===== config.mk =====
export PLATFORM = sky130hd
export DESIGN_NAME = angular_phase_timer
export DESIGN_NICKNAME = d
export VERILOG_FILES = /design/src/clk_divider.v /design/src/edge_detect.v /design/src/angular_phase_timer.v
export VERILOG_INCLUDE_DIRS = /design/src
export SDC_FILE = /design/constraint.sdc
export NUM_CORES = 1
export LEC_CHECK = 0
export ABC_AREA = 1
export BUFFER_PORTS_ARGS = -buffer_cell sky130_fd_sc_hd__buf_2
export CORE_AREA = 2 2 116 140
export CTS_CLUSTER_DIAMETER = 120
export DETAILED_ROUTE_END_ITERATION = 8
export DIE_AREA = 0 0 118 142
export HOLD_SLACK_MARGIN = 0.15
export PLACE_DENSITY = 0.74
export SLEW_MARGIN = 40
export SYNTH_ARGS = -nofsm -noshare
export SYNTH_HDL_FRONTEND = slang
export SYNTH_SLANG_ARGS = --single-unit

===== constraint.sdc =====
create_clock -name clk_i -period 5.83 [get_ports clk_i]
set_clock_uncertainty 0.1 [all_clocks]
set_input_delay 0.2915 -clock clk_i [delete_from_list [all_inputs] [get_ports clk_i]]
set_output_delay 0.2915 -clock clk_i [all_outputs]
set_load 0.03 [all_outputs]

===== src/angular_timer_defs.vh =====
// constants for the angular phase timer: register map, fields, resets
// Summary of operation
// - module clock divided by resolution plus one; each divider pulse advances period counter
// - active input pulse captures running period counter into latched period value
// - clock divided by latched period plus one advances phase counter, pulses phase clock
// - every phase clock pulse sets the phase event flag
// - phase counter counts up from zero, cleared by input pulse in single-pulse mode
// - multi-pulse: latch and clear period counter except first pulse after missing pulse
// - multi-pulse: first pulse after missing pulse gives period clock, flag, phase reset
// - period counter minus latched period equal to threshold raises missing pulse event
// - threshold is fixed register or half latched period, chosen by adaptive bit
// - adaptive bit one uses half latched period; zero uses fixed threshold
// - single-pulse: missing pulse event drives missing output and sets missed flag
// - multi-pulse: missing event drives output, flag, and marks period timing
`ifndef ANGULAR_TIMER_DEFS_VH
`define ANGULAR_TIMER_DEFS_VH
`define AT_ADR_CONTROL 4'h0
`define AT_ADR_RESOLUTION 4'h1
`define AT_ADR_MISSED 4'h2
`define AT_ADR_PERIOD 4'h3
`define AT_ADR_PHASE 4'h4
`define AT_ADR_FLAGS 4'h5
`define AT_ADR_FLAG_CLR 4'h6
`define AT_ADR_FLAG_EN 4'h7
`define AT_CTL_ENABLE 0
`define AT_CTL_MULTI 1
`define AT_CTL_ADAPTIVE 2
`define AT_CTL_RESET 3'h0
`define AT_FLG_PHASE 0
`define AT_FLG_PERIOD 1
`define AT_FLG_MISSED 2
`define AT_RES_RESET 16'h0000
`define AT_MISS_RESET 16'hFFFF
`endif


===== src/clk_divider.v =====
// programmable divider: one-cycle pulse every (divisor + 1) advances
`timescale 1ns/1ps
module clk_divider #(
    parameter WIDTH = 16
) (
    input wire clk_i,              // module clock
    input wire rst_i,              // sync reset, high
    input wire restart_i,          // realign count to zero
    input wire advance_i,          // count enable term
    input wire [WIDTH-1:0] div_i,  // divisor minus one
    output reg tick_o              // pulse per wrap
);
    reg [WIDTH-1:0] count;
    always @(posedge clk_i) begin
        if (rst_i || restart_i) begin
            count <= {WIDTH{1'b0}};
            tick_o <= 1'b0;
        end else if (advance_i) begin
            if (count >= div_i) begin
                count <= {WIDTH{1'b0}};
                tick_o <= 1'b1;
            end else begin
                count <= count + {{(WIDTH-1){1'b0}}, 1'b1};
                tick_o <= 1'b0;
            end
        end else begin
            tick_o <= 1'b0;
        end
    end
endmodule


===== src/edge_detect.v =====
// rising edge pulse of the sensor input
`timescale 1ns/1ps
module edge_detect (
    input wire clk_i,   // module clock
    input wire rst_i,   // sync reset, high
    input wire sig_i,   // synchronous level
    output reg rise_o   // one-cycle pulse
);
    reg last;
    always @(posedge clk_i) begin
        if (rst_i) begin
            last <= 1'b0;
            rise_o <= 1'b0;
        end else begin
            last <= sig_i;
            rise_o <= sig_i & ~last;
        end
    end
endmodule


===== src/angular_phase_timer.v =====
// angular phase timer: period measure, phase subdivision, missing pulse detect
`timescale 1ns/1ps
`include "angular_timer_defs.vh"
module angular_phase_timer #(
    parameter WIDTH = 16
) (
    input wire clk_i,            // module clock 200 MHz
    input wire rst_i,            // sync reset, high
    input wire [3:0] adr_i,      // wishbone word address
    input wire [31:0] dat_i,     // wishbone write data
    output reg [31:0] dat_o,     // wishbone read data
    input wire we_i,             // write enable
    input wire [3:0] sel_i,      // byte selects
    input wire cyc_i,            // cycle
    input wire stb_i,            // strobe
    output reg ack_o,            // acknowledge
    input wire pulse_i,          // sensor pulse, synchronous
    output reg phase_clk_o,      // phase clock pulse
    output reg period_clk_o,     // period clock pulse
    output reg missing_o,        // missing pulse pulse
    output reg irq_o             // level interrupt
);
    ////////////////////////////////////////////////////////////////////
    reg [2:0] timer_control_zero;
    reg [WIDTH-1:0] resolution_value;
    reg [WIDTH-1:0] missed_threshold_value;
    reg [WIDTH-1:0] latched_period_value;
    reg [WIDTH-1:0] period_count;
    reg [WIDTH-1:0] phase_count_value;
    reg [2:0] timer_flag_reg_zero;
    reg [2:0] flag_enable;
    reg after_miss;
    wire enable = timer_control_zero[`AT_CTL_ENABLE];
    wire multi = timer_control_zero[`AT_CTL_MULTI];
    wire adaptive_select_bit = timer_control_zero[`AT_CTL_ADAPTIVE];
    wire period_tick;
    wire phase_tick;
    wire rise;

    function [31:0] lane_merge;
        input [31:0] old;
        input [31:0] new_val;
        input [3:0] sel;
        integer i;
        begin
            for (i = 0; i < 4; i = i + 1)
                lane_merge[i*8 +: 8] = sel[i] ? new_val[i*8 +: 8] : old[i*8 +: 8];
        end
    endfunction

    ////////////////////////////////////////////////////////////////////
    edge_detect u_edge (
        .clk_i(clk_i),
        .rst_i(rst_i),
        .sig_i(pulse_i),
        .rise_o(rise)
    );

    wire pulse = rise & enable;
    // in multi-pulse mode the first pulse after a detected miss keeps the period counter running
    wire skip_latch = multi & after_miss;
    wire latch_now = pulse & ~skip_latch;
    wire phase_reset = pulse & (~multi | after_miss);

    // resolution divider restarts on each latching pulse so periods align
    clk_divider #(.WIDTH(WIDTH)) u_res_div (
        .clk_i(clk_i),
        .rst_i(rst_i),
        .restart_i(latch_now),
        .advance_i(enable),
        .div_i(resolution_value),
        .tick_o(period_tick)
    );

    clk_divider #(.WIDTH(WIDTH)) u_phase_div (
        .clk_i(clk_i),
        .rst_i(rst_i),
        .restart_i(phase_reset),
        .advance_i(enable),
        .div_i(latched_period_value),
        .tick_o(phase_tick)
    );

    ////////////////////////////////////////////////////////////////////
    // difference taken one advance ahead, so the event lands on the step that reaches it
    // a borrow means the count is still below the latched period: a wrapped
    // negative difference must never match a large threshold such as the reset one
    wire [WIDTH:0] next_diff = {1'b0, period_count} + {{WIDTH{1'b0}}, 1'b1} -
        {1'b0, latched_period_value};
    wire ahead = ~next_diff[WIDTH];
    wire [WIDTH-1:0] threshold = adaptive_select_bit ?
        {1'b0, latched_period_value[WIDTH-1:1]} : missed_threshold_value;
    wire miss_event = enable & period_tick & ~pulse & ahead &
        (next_diff[WIDTH-1:0] == threshold);

    always @(posedge clk_i) begin
        if (rst_i) begin
            period_count <= {WIDTH{1'b0}};
        end else if (latch_now) begin
            period_count <= {WIDTH{1'b0}};
        end else if (period_tick) begin
            period_count <= period_count + {{(WIDTH-1){1'b0}}, 1'b1};
        end
    end

    always @(posedge clk_i) begin
        if (rst_i) begin
            latched_period_value <= {WIDTH{1'b0}};
        end else if (latch_now) begin
            latched_period_value <= period_count;
        end
    end

    always @(posedge clk_i) begin
        if (rst_i) begin
            phase_count_value <= {WIDTH{1'b0}};
        end else if (phase_reset) begin
            phase_count_value <= {WIDTH{1'b0}};
        end else if (phase_tick) begin
            phase_count_value <= phase_count_value + {{(WIDTH-1){1'b0}}, 1'b1};
        end
    end

    // in multi-pulse mode remembers a detected miss until the next accepted pulse consumes it
    always @(posedge clk_i) begin
        if (rst_i) begin
            after_miss <= 1'b0;
        end else if (miss_event && multi) begin
            after_miss <= 1'b1;
        end else if (pulse) begin
            after_miss <= 1'b0;
        end
    end

    ////////////////////////////////////////////////////////////////////
    always @(posedge clk_i) begin
        if (rst_i)
            phase_clk_o <= 1'b0;
        else
            phase_clk_o <= phase_tick & ~phase_reset;
    end

    always @(posedge clk_i) begin
        if (rst_i)
            period_clk_o <= 1'b0;
        else
            period_clk_o <= pulse & skip_latch;
    end

    always @(posedge clk_i) begin
        if (rst_i)
            missing_o <= 1'b0;
        else
            missing_o <= miss_event;
    end

    ////////////////////////////////////////////////////////////////////
    // single-cycle wishbone: ack one cycle after strobe, dropped next cycle
    function hit;
        input [3:0] adr;
        input [3:0] target;
        begin
            hit = (adr == target);
        end
    endfunction

    wire access = cyc_i & stb_i & ~ack_o;
    wire wr = access & we_i;
    wire rd_req = access & ~we_i;
    wire [31:0] wr_data = lane_merge(32'h00000000, dat_i, sel_i);
    // merged words are cut to the register width on purpose
    wire [31:0] ctl_merge = lane_merge({29'h0, timer_control_zero}, dat_i, sel_i);
    wire [31:0] res_merge = lane_merge({{(32-WIDTH){1'b0}}, resolution_value},
        dat_i, sel_i);
    wire [31:0] miss_merge = lane_merge({{(32-WIDTH){1'b0}}, missed_threshold_value},
        dat_i, sel_i);
    wire [31:0] en_merge = lane_merge({29'h0, flag_enable}, dat_i, sel_i);
    wire [2:0] flag_clear = (wr && hit(adr_i, `AT_ADR_FLAG_CLR)) ? wr_data[2:0] : 3'h0;
    wire [2:0] flag_set;
    assign flag_set[`AT_FLG_PHASE] = phase_tick & ~phase_reset;
    assign flag_set[`AT_FLG_PERIOD] = pulse & skip_latch;
    assign flag_set[`AT_FLG_MISSED] = miss_event;

    ////////////////////////////////////////////////////////////////////
    always @(posedge clk_i) begin
        if (rst_i)
            timer_control_zero <= `AT_CTL_RESET;
        else if (wr && hit(adr_i, `AT_ADR_CONTROL))
            timer_control_zero <= ctl_merge[2:0];
    end

    always @(posedge clk_i) begin
        if (rst_i)
            resolution_value <= `AT_RES_RESET;
        else if (wr && hit(adr_i, `AT_ADR_RESOLUTION))
            resolution_value <= res_merge[WIDTH-1:0];
    end

    always @(posedge clk_i) begin
        if (rst_i)
            missed_threshold_value <= `AT_MISS_RESET;
        else if (wr && hit(adr_i, `AT_ADR_MISSED))
            missed_threshold_value <= miss_merge[WIDTH-1:0];
    end

    always @(posedge clk_i) begin
        if (rst_i)
            flag_enable <= 3'h0;
        else if (wr && hit(adr_i, `AT_ADR_FLAG_EN))
            flag_enable <= en_merge[2:0];
    end

    // set beats clear in the same cycle, so no event is lost to a late clear
    genvar g;
    generate
        for (g = 0; g < 3; g = g + 1) begin : g_flag
            always @(posedge clk_i) begin
                if (rst_i)
                    timer_flag_reg_zero[g] <= 1'b0;
                else if (flag_set[g])
                    timer_flag_reg_zero[g] <= 1'b1;
                else if (flag_clear[g])
                    timer_flag_reg_zero[g] <= 1'b0;
            end
        end
    endgenerate

    ////////////////////////////////////////////////////////////////////
    always @(posedge clk_i) begin
        if (rst_i)
            ack_o <= 1'b0;
        else
            ack_o <= access;
    end

    // one cycle behind the flags, which keeps the pin straight off a flip-flop
    always @(posedge clk_i) begin
        if (rst_i)
            irq_o <= 1'b0;
        else
            irq_o <= |(timer_flag_reg_zero & flag_enable);
    end

    reg [31:0] next_dat;
    always @* begin
        next_dat = 32'h00000000;
        if (rd_req) begin
            case (adr_i)
                `AT_ADR_CONTROL: next_dat = {29'h0, timer_control_zero};
                `AT_ADR_RESOLUTION: next_dat = {{(32-WIDTH){1'b0}}, resolution_value};
                `AT_ADR_MISSED: next_dat = {{(32-WIDTH){1'b0}}, missed_threshold_value};
                `AT_ADR_PERIOD: next_dat = {{(32-WIDTH){1'b0}}, latched_period_value};
                // software read valid if its clock is 3x the phase clock
                `AT_ADR_PHASE: next_dat = {{(32-WIDTH){1'b0}}, phase_count_value};
                `AT_ADR_FLAGS: next_dat = {29'h0, timer_flag_reg_zero};
                `AT_ADR_FLAG_EN: next_dat = {29'h0, flag_enable};
                default: next_dat = 32'h00000000;
            endcase
        end
    end

    // data stands only with ack, zero otherwise
    always @(posedge clk_i) begin
        if (rst_i)
            dat_o <= 32'h00000000;
        else
            dat_o <= next_dat;
    end
endmodule


==> results of run 1 <==
-- logic make-up after synthesis --
kind of cell,count (synthesis)
AOI/OAI and AO/OA,229
buffers and inverters,205
adders and majority gates,68
other,1
and+or+nand+nor,490
DFF,147
xor gates and xnor gates,25
-- layout make-up --
| class | count | area (µm²) |
|---|---|---|
| Inverter | 159 | 596.8 |
| Clock inverter | 14 | 166.4 |
| Fill cell | 1422 | 5984 |
| Timing Repair Buffer | 74 | 493.0 |
| Clock buffer | 18 | 429.2 |
| Tap cell | 208 | 260.3 |
| Multi-Input combinational cell | 828 | 4578 |
| Sequential cell | 147 | 2944 |
-- worst min-delay path: stages --
cell	delay, ps
buf_2	100
nand2_1	110
nand2_1	80
nand3_1	70
-- synth_stat cells (all sizes together) --
library cell	number
nor2	118
nand3	71
dfxtp	147
a31oi	3
nor4	11
a31o	2
a32o	2
a2111oi	1
o21bai	1
nor3b	7
nand3b	5
ha	67
a221oi	14
nand2	240
a21oi	101
clkbuf	16
or3	1
o22ai	12
nand4	5
o211ai	17
o221ai	1
inv	155
fa	1
xor2	17
clkinv	4
o311ai	1
conb	1
and3	5
o21a	2
xnor2	8
or2	1
buf	30
nor3	26
o21ai	72
-- worst paths after layout --
path	start	end	slack [ps]	depth (start not counted)
max	stb_i	resolution_value[6]	2990	13
min	sel_i[1]	missed_threshold_value[11]	180	4
max reg2reg	period_count[1]	timer_flag_reg_zero[2]	3020	16
min reg2reg	u_edge.last	u_edge.rise_o	290	1
-- metal layers --
layer  part of all wire (%)  track usage (%)  vias up  routed length, µm
met1                     42            31.20     3633               9229
met3                    5.4            4.808       50               1178
li1                       -                -     3965                  -
met5                      0                0        -                  0
met4                    3.8            14.01        0                832
met2                     49            47.58      244              10740
-- where the power goes --
group          switching, mW  total (mW)  internal, mW
Clock                  0.482        1.13         0.645
Combinational         0.0653      0.0939        0.0286
Sequential           0.00223        1.01          1.01
Total                  0.550        2.23          1.68
-- flip-flops by register name, indices dropped and copies added, names as in the netlist, 16 cells and up --
register	cells
u_res_div.count	16
dat_o	16
resolution_value	16
phase_count_value	16
u_phase_div.count	16
missed_threshold_value	16
period_count	16
latched_period_value	16
-- what timing repair did --
| action | 4_1_cts | 5_1_grt |
|---|---|---|
| hold buffers | 23 | 0 |
| setup buffers | 0 | 0 |
| endpoints found under the hold margin | 40 | 0 |
==> impl_metrics.csv, run 1 <==
group,metric,value,unit
run_status,status,"finished, final reports clean",
logic_synthesis,yosys.area_share.simple,25.76,%
placement,dp_slack,2902,ps
grt,grt_first_pass_wirelength,35710,µm
finish,final_nets,1341,
cts,cts_root_buffer,"clkbuf_16",
floorplan,dieArea,16760,µm²
logic_synthesis,yosysSeqAreaShare,35.35,%
worst_setup_path,critPathKind,"in -> reg",
placement,port_buffers,48,
logic_synthesis,syn_inst,1165,
power_and_ir_drop,total_power,2.230,mW
floorplan,fp.coreArea,15450,µm²
logic_synthesis,synth_area,8324,µm²
floorplan,die_x,118,µm
power_and_ir_drop,leakagePower,4.298,nW
placement,dpl.hpwl,16490,µm
finish,final_cell_mix,"nand2_1, inv_1, dfxtp_1",
routing,firstDrtPassIters,5,
grt,antenna_found_initial,0,
routing,drtAntennaViolNets,0,
worst_setup_path,path_delay_family,"buffers and inverters",
floorplan,start_util,53.87,%
timing,worst_pin_slew,800.6,ps
logic_synthesis,syn_area_per_cell,7.145,µm²
cts,clk_latency,430,ps
logic_synthesis,synth_top_family_by_area,"simple AND/OR/NAND/NOR gates",
floorplan,std_cell_rows,50,
cts,cts_sinks,147,
finish,drive_above_1_share,8.306,%
logic_synthesis,synth-seq-cells,147,
timing,hold_violations,0,
routing,drc,0,
timing,setup_slack,2994,ps
logic_synthesis,synth_compound_area_share,15.57,%
logic_synthesis,ys_types,44,
logic_synthesis,synth_top_cell_by_area,"dfxtp_1",
logic_synthesis,yosysWarnings,0,
worst_setup_path,critPathSlowestCell,"dlygate4sd3_1",
finish,antennaDiodeCount,0,
logic_synthesis,synth_mux_area_share,0,%
finish,final_common_cell,"nand2_1",
power_and_ir_drop,powerDensity,235.5,nW/µm²
power_and_ir_drop,ir_drop,0.1597,mV
placement,placedInstanceArea,8641,µm²
finish,syn2layout_area_growth,13.74,%
timing,finalSetupViolCount,0,
worst_setup_path,cp-end-kind,"register",
grt,grt_overflow,0,
finish,stdcell_area,9468,µm²
routing,wl_per_cell,15.18,µm
worst_setup_path,worstPathArrival,3090,ps
routing,drtIter0Drc,643,
worst_setup_path,start_kind,"input pin",
cts,cts_tree,"yes",
grt,track_usage,26.92,%
grt,grt_pass1_vias,7435,
cts,cts_buffers,17,
logic_synthesis,synth_xor_area_share,2.630,%
routing,routed_wl,21980,µm
cts,clkTransAtPathRegs,70,ps
logic_synthesis,synth_top_area_share,35.35,%
grt,grt_max_degree,46,
timing,rsz0062_at_grt,"no",
worst_setup_path,cp_max_fo,16,
routing,via_count,7892,
cts,clk_path_buf_depth,2,
placement,dp_cells,1393,
worst_setup_path,crit_chain,"dlygate4sd3_1, buf_2, nand2_1, dlygate4sd3_1, nor2_1, inv_1, nor2_1, inv_1, nor2_1, inv_1, nor2_2, o21ai_0, a21oi_1",
finish,finalNonFillerCells,1448,
timing,holdWs,177.4,ps
floorplan,die_height,142,µm
timing,finalCritPeriodShare,48.64,%
cts,htreeDepth,4,
cts,cts-resized-gates,0,
timing,period_minus_slack,2836,ps
run,drv_cap,0,
worst_setup_path,slowest_delay,550,ps
logic_synthesis,yosys.area_share.adder,10.31,%
placement,gp_congestion,0.9147,
routing,avgViaCountPerCell,5.450,
floorplan,ios,83,
timing,fmax,352.7,MHz
min_path,min_path_type,"in -> reg",
finish,final_util,61.27,%
timing,fin_setup_tns,0,ps
timing,slew_headroom,46.22,%
worst_setup_path,worst-path-buf-inv,6,
timing,drv_slew,0,
worst_setup_path,required,6080,ps
logic_synthesis,synth.area.top_cells,"dfxtp_1, nand2_1, ha_1",
Power figures use the tool's default switching activity.
==> run 2, diff against run 1 <==
ABC_AREA = 0   (was 1)
CORE_AREA = 2 2 115 139   (was 2 2 116 140)
DIE_AREA = 0 0 117 141   (was 0 0 118 142)
PLACE_DENSITY = 0.76   (was 0.74)
clock period = 2.57 ns   (was 5.83 ns; I/O delays follow)
==> run 2 against run 1 <==
The run now ends with setup timing left. Non-clock buffer count increased by 87. Synthesized cell count decreased by 21%. Core utilization increased by 4.3 points. Worst hold slack got worse by 8.9 ps. Total power increased by 130%. Flip-flop and latch count unchanged. Sequential power increased by 130%. Wire length decreased by 0.74%. Clock power increased by 140%. Synthesized area decreased by 3.8%. First-iteration DRC count decreased by 21%. Design area increased by 6.1%. Critical path type is now reg -> reg. Highest routed layer unchanged.
==> impl_metrics.csv, run 2 <==
group,metric,value,unit
power_and_ir_drop,ir_drop,0.4596,mV
timing,drv_slew,0,
run,drv_cap,0,
timing,finalSetupViolCount,3,
logic_synthesis,yosysSeqAreaShare,36.73,%
routing,wl_per_cell,16.91,µm
cts,clk_path_buf_depth,2,
routing,drc,0,
worst_setup_path,slowest_delay,390,ps
finish,drive_above_1_share,18.69,%
logic_synthesis,syn_inst,924,
cts,cts_sinks,147,
floorplan,fp.coreArea,15330,µm²
logic_synthesis,async_flop_share,0,%
finish,multi_input_area,4826,µm²
finish,fillers,1218,
logic_synthesis,synth_top_area_share,36.73,%
placement,placedInstanceArea,9000,µm²
routing,drtIter0Drc,505,
floorplan,dieArea,16500,µm²
placement,gp_congestion,0.9580,
power_and_ir_drop,powerDensity,516.7,nW/µm²
routing,drtAntennaViolNets,0,
grt,grt_pass1_vias,7220,
logic_synthesis,synth_area,8011,µm²
cts,clkTransAtPathRegs,60,ps
timing,finalCritPeriodShare,113.1,%
timing,slew_headroom,58.83,%
timing,hold_violations,0,
timing,setup_slack,-337.1,ps
logic_synthesis,synth.area.top_cells,"dfxtp_1, ha_1, xor2_1",
run_status,violations,"setup timing",
routing,avgViaCountPerCell,5.574,
min_path,min_path_type,"in -> reg",
cts,cts_tree,"yes",
worst_setup_path,worstPathArrival,3190,ps
logic_synthesis,synth_top_flop_cell,"dfxtp_1",
logic_synthesis,synth-seq-cells,147,
logic_synthesis,synth_top_cell_by_area,"dfxtp_1",
finish,final_common_cell,"dfxtp_1",
worst_setup_path,critPathKind,"reg -> reg",
placement,dpl.hpwl,15800,µm
cts,cts_buffers,17,
timing,holdWs,168.5,ps
logic_synthesis,ys_types,53,
power_and_ir_drop,leakagePower,4.161,nW
worst_setup_path,worst-path-buf-inv,2,
cts,clk_latency,430,ps
grt,antenna_found_initial,1,
worst_setup_path,start_kind,"register",
worst_setup_path,crit_chain,"inv_2, ha_4, inv_2, ha_4, fa_2, xor2_2, xnor2_1, a211o_1, a2111oi_2, nand4_1, nor4_2, and4_4, a22o_1",
routing,via_count,7190,
floorplan,die_height,141,µm
logic_synthesis,synth_common_cells,"dfxtp_1, nand2_1, a21oi_1",
cts,cts_root_buffer,"clkbuf_16",
timing,fin_setup_tns,-870.9,ps
routing,routed_wl,21820,µm
finish,final_cell_mix,"dfxtp_1, nand2_1, a21oi_1",
logic_synthesis,yosysMostFrequentCell,"dfxtp_1",
floorplan,start_util,52.27,%
logic_synthesis,yosysWarnings,0,
run_status,status,"finished with violations",
finish,stdcell_area,10040,µm²
timing,worst_pin_slew,617.5,ps
floorplan,std_cell_rows,50,
worst_setup_path,cp-end-kind,"register",
routing,firstDrtPassIters,5,
worst_setup_path,cp_max_fo,3,
timing,period_minus_slack,2907,ps
finish,syn2layout_area_growth,25.38,%
logic_synthesis,synth_edf_count,0,
finish,regArea,2947,µm²
grt,grt_first_pass_wirelength,34760,µm
floorplan,die_x,117,µm
grt,track_usage,27.11,%
logic_synthesis,syn_area_per_cell,8.670,µm²
grt,grt_overflow,0,
worst_setup_path,required,2850,ps
worst_setup_path,critPathSlowestCell,"fa_2",
cts,htreeDepth,4,
worst_setup_path,path_delay_family,"adder cells",
timing,fmax,344.0,MHz
floorplan,ios,83,
timing,rsz0062_at_grt,"yes",
placement,port_buffers,48,
finish,final_nets,1182,
grt,grt_max_degree,41,
[run 2: cell families after synthesis]
logic type / share of synthesized area (%)
buf+inv: 5.232
mux: 5.497
flops: 36.73
compound gates: 15.27
fa+ha+maj: 10.71
simple gates: 17.21
xor+xnor: 9.292
other cells: 0.04681
[run 2: layer usage]
layer	global-route usage (%)	vias to the layer above	wire length, µm
met1	30.70	3381	8931
met5	0	-	0
met4	13.87	0	985
met2	47.28	228	10880
li1	-	3509	-
met3	5.718	72	1016
[run 2: final cells by class]
class,count,share of cell area [%]
tap,208,2.591
multi-input combinational,700,48.04
clock buffer,21,4.584
clock inverter,11,1.744
sequential,147,29.33
inverter,41,1.532
timing repair buffer,161,12.15
antenna,1,0.02491
[run 2: power breakdown]
part | leakage, nW | internal [mW] | total, mW | switching [mW]
sequential | 1.19 | 2.28 | 2.29 | 0.00364
combinational | 2.67 | 0.0691 | 0.205 | 0.136
clock | 0.304 | 1.68 | 2.70 | 1.02
total | 4.16 | 4.03 | 5.19 | 1.15
[run 2: tightest hold or removal path, stage by stage]
cell      delay [ps]
buf_2            100
a311oi_1          50
nand2_1          280
a21oi_1           80
[run 2: worst paths after layout]
check                        from            end  slack [ps]  cells after the start
setup / recovery  period_count[1]     after_miss        -340                     13
hold / removal               we_i       dat_o[3]         170                      4
setup reg to reg  period_count[1]     after_miss        -340                     13
hold reg to reg       u_edge.last  u_edge.rise_o         290                      1
[run 2: per-stage QoR]
| stage | cells | utilization, % | setup WS [ps] | power, mW |
|---|---|---|---|---|
| after floorplan | 939 | - | -100.0 | 2.458 |
| after global placement | 1228 | 58.72 | -227.1 | 2.509 |
| after detailed placement | 1228 | 58.72 | -329.5 | 2.508 |
| after CTS | 1287 | 64.88 | -291.1 | 5.204 |
| after global routing | 1289 | 65.52 | -548.5 | 5.338 |
| final | 1290 | 65.53 | -337.1 | 5.190 |
[run 2: timing repair]
action | 4_1_cts | 5_1_grt
endpoints found under the hold margin | 48 | 0
setup endpoints to repair | 4 | 19
pin swaps | 7 | 12
buffers inserted | 3 | 1
gates cloned | 0 | 1
hold buffers | 24 | 0
resized for setup | 9 | 12
==> run 3, diff against run 2 <==
CORE_AREA = 5 5 118 142   (was 2 2 115 139)
DIE_AREA = 0 0 123 147   (was 0 0 117 141)
==> run 3 against run 2 <==
The run still ends with setup timing left. Core utilization up 0.11 points. Combinational power about the same. Flip-flop and latch count unchanged. Via count up 0.58%. Worst setup slack better by 33 ps. First-iteration DRC count up 9.5%. Critical path type unchanged. Largest cell class unchanged. Fmax up 1.2%. Worst hold slack better by 35 ps. Global-route usage down 2.0 points. Register-to-register slack better by 30 ps.
==> impl_metrics.csv, run 3 (synthesized netlist as in run 2, its figures left out) <==
group,metric,value,unit
cts,cts_buffers,17,
cts,clkTransAtPathRegs,60,ps
worst_setup_path,cp-end-kind,"register",
run_status,violations,"setup timing",
routing,firstDrtPassIters,8,
floorplan,dieArea,18080,µm²
placement,gp_congestion,0.9098,
grt,track_usage,25.06,%
cts,cts_tree,"yes",
floorplan,start_util,52.27,%
timing,drv_slew,0,
timing,setup_slack,-303.7,ps
finish,antennaDiodeCount,0,
grt,antenna_found_initial,0,
finish,final_nets,1181,
power_and_ir_drop,leakagePower,4.170,nW
finish,syn2layout_area_growth,25.58,%
cts,cts_root_buffer,"clkbuf_16",
finish,final_cell_mix,"dfxtp_1, nand2_1, a21oi_1",
finish,final_common_cell,"dfxtp_1",
floorplan,die_x,123,µm
timing,worst_pin_slew,523.4,ps
timing,hold_violations,0,
cts,cts_sinks,147,
routing,drtAntennaViolNets,0,
routing,avgViaCountPerCell,5.615,
power_and_ir_drop,powerDensity,522.6,nW/µm²
worst_setup_path,critPathKind,"reg -> reg",
min_path,min_path_type,"in -> reg",
timing,rsz0062_at_grt,"yes",
floorplan,ios,83,
worst_setup_path,worstPathArrival,3150,ps
floorplan,std_cell_rows,50,
grt,grt_overflow,0,
cts,htreeDepth,4,
grt,grt_first_pass_wirelength,35670,µm
routing,wl_per_cell,17.18,µm
run,drv_cap,0,
timing,finalSetupViolCount,3,
floorplan,die_height,147,µm
finish,final_util,65.64,%
placement,dp_slack,-270.8,ps
worst_setup_path,start_kind,"register",
cts,clk_latency,430,ps
timing,slew_headroom,65.10,%
run_status,status,"finished with violations",
cts,clk_path_buf_depth,2,
routing,drtIter0Drc,553,
floorplan,fp.coreArea,15330,µm²
finish,drive_above_1_share,18.52,%
placement,port_buffers,48,
worst_setup_path,cp_max_fo,3,
grt,grt_max_degree,30,
timing,finalCritPeriodShare,111.8,%
placement,dpl.hpwl,15740,µm
worst_setup_path,required,2840,ps
routing,routed_wl,22130,µm
routing,via_count,7232,
timing,period_minus_slack,2874,ps
timing,fmax,348.0,MHz
routing,drc,0,
grt,grt_pass1_vias,7214,
power_and_ir_drop,total_power,5.258,mW
power_and_ir_drop,ir_drop,0.4742,mV
run 3: cell types whose count changed in the layout (fill, tap and decap cells not counted), sizes merged:
cell      previous run  this run
clkinvlp             2         1
buf                136       135
diode                1         0
inv                 43        42
clkbuf              22        21
bufinv               4         5
clkinv               3         5
run 3: metal layers:
layer	track usage [%]	up-vias	share of wire, %	routed length [µm]
met4	12.13	0	4.1	909
met1	28.76	3418	40	8912
met3	5.660	68	5.2	1146
met5	0	-	0	0
li1	-	3511	-	-
met2	43.45	235	50	11160
run 3: repair_timing:
item,4_1_cts,5_1_grt
pin swaps,5,12
resized for setup,8,13
gates cloned,0,1
hold buffers,24,0
setup buffers,3,2
hold endpoints to repair,48,0
endpoints found under the setup margin,3,19
run 3: metrics by stage:
step           cells  TNS (ps)  hold WS [ps]  area (µm²)
2_1_floorplan    939    -196.3         152.5        8078
3_3_place_gp    1226    -492.0         257.9        8972
3_5_place_dp    1226    -676.2         265.0        8972
4_1_cts         1285    -653.9         179.7        9943
5_1_grt         1288     -1163         207.7       10060
6_report        1288    -768.8         203.2       10060
run 3: worst paths after layout:
| check | from | to | slack, ps | cells past startpoint |
|---|---|---|---|---|
| max | period_count[1] | after_miss | -300 | 13 |
| min | sel_i[0] | resolution_value[6] | 200 | 5 |
| max reg2reg | period_count[1] | after_miss | -300 | 13 |
| min reg2reg | u_edge.last | u_edge.rise_o | 280 | 1 |
run 3: where the power goes:
group	switching, mW	leakage, nW	internal (mW)
registers	0.00388	1.19	2.28
logic	0.137	2.66	0.0680
clock network	0.989	0.321	1.78
run 3: layout make-up:
type	instances	area [µm²]
inverter	41	153.9
tap	208	260.3
timing repair buffer	160	1207
fill	1205	5266
clock inverter	12	202.7
clock buffer	20	456.7
multi-input combinational	700	4833
sequential	147	2947
run 3: worst max-delay path, stage by stage, from the launching register on:
cell       delay, ps
dfxtp_2          330
inv_2             40
ha_4             260
inv_2             40
ha_4             160
fa_2             380
xor2_2           160
xnor2_1          130
a211o_1          260
a2111oi_4        270
nand4_1          160
nor4_2           150
and4_4           260
a22o_1           110
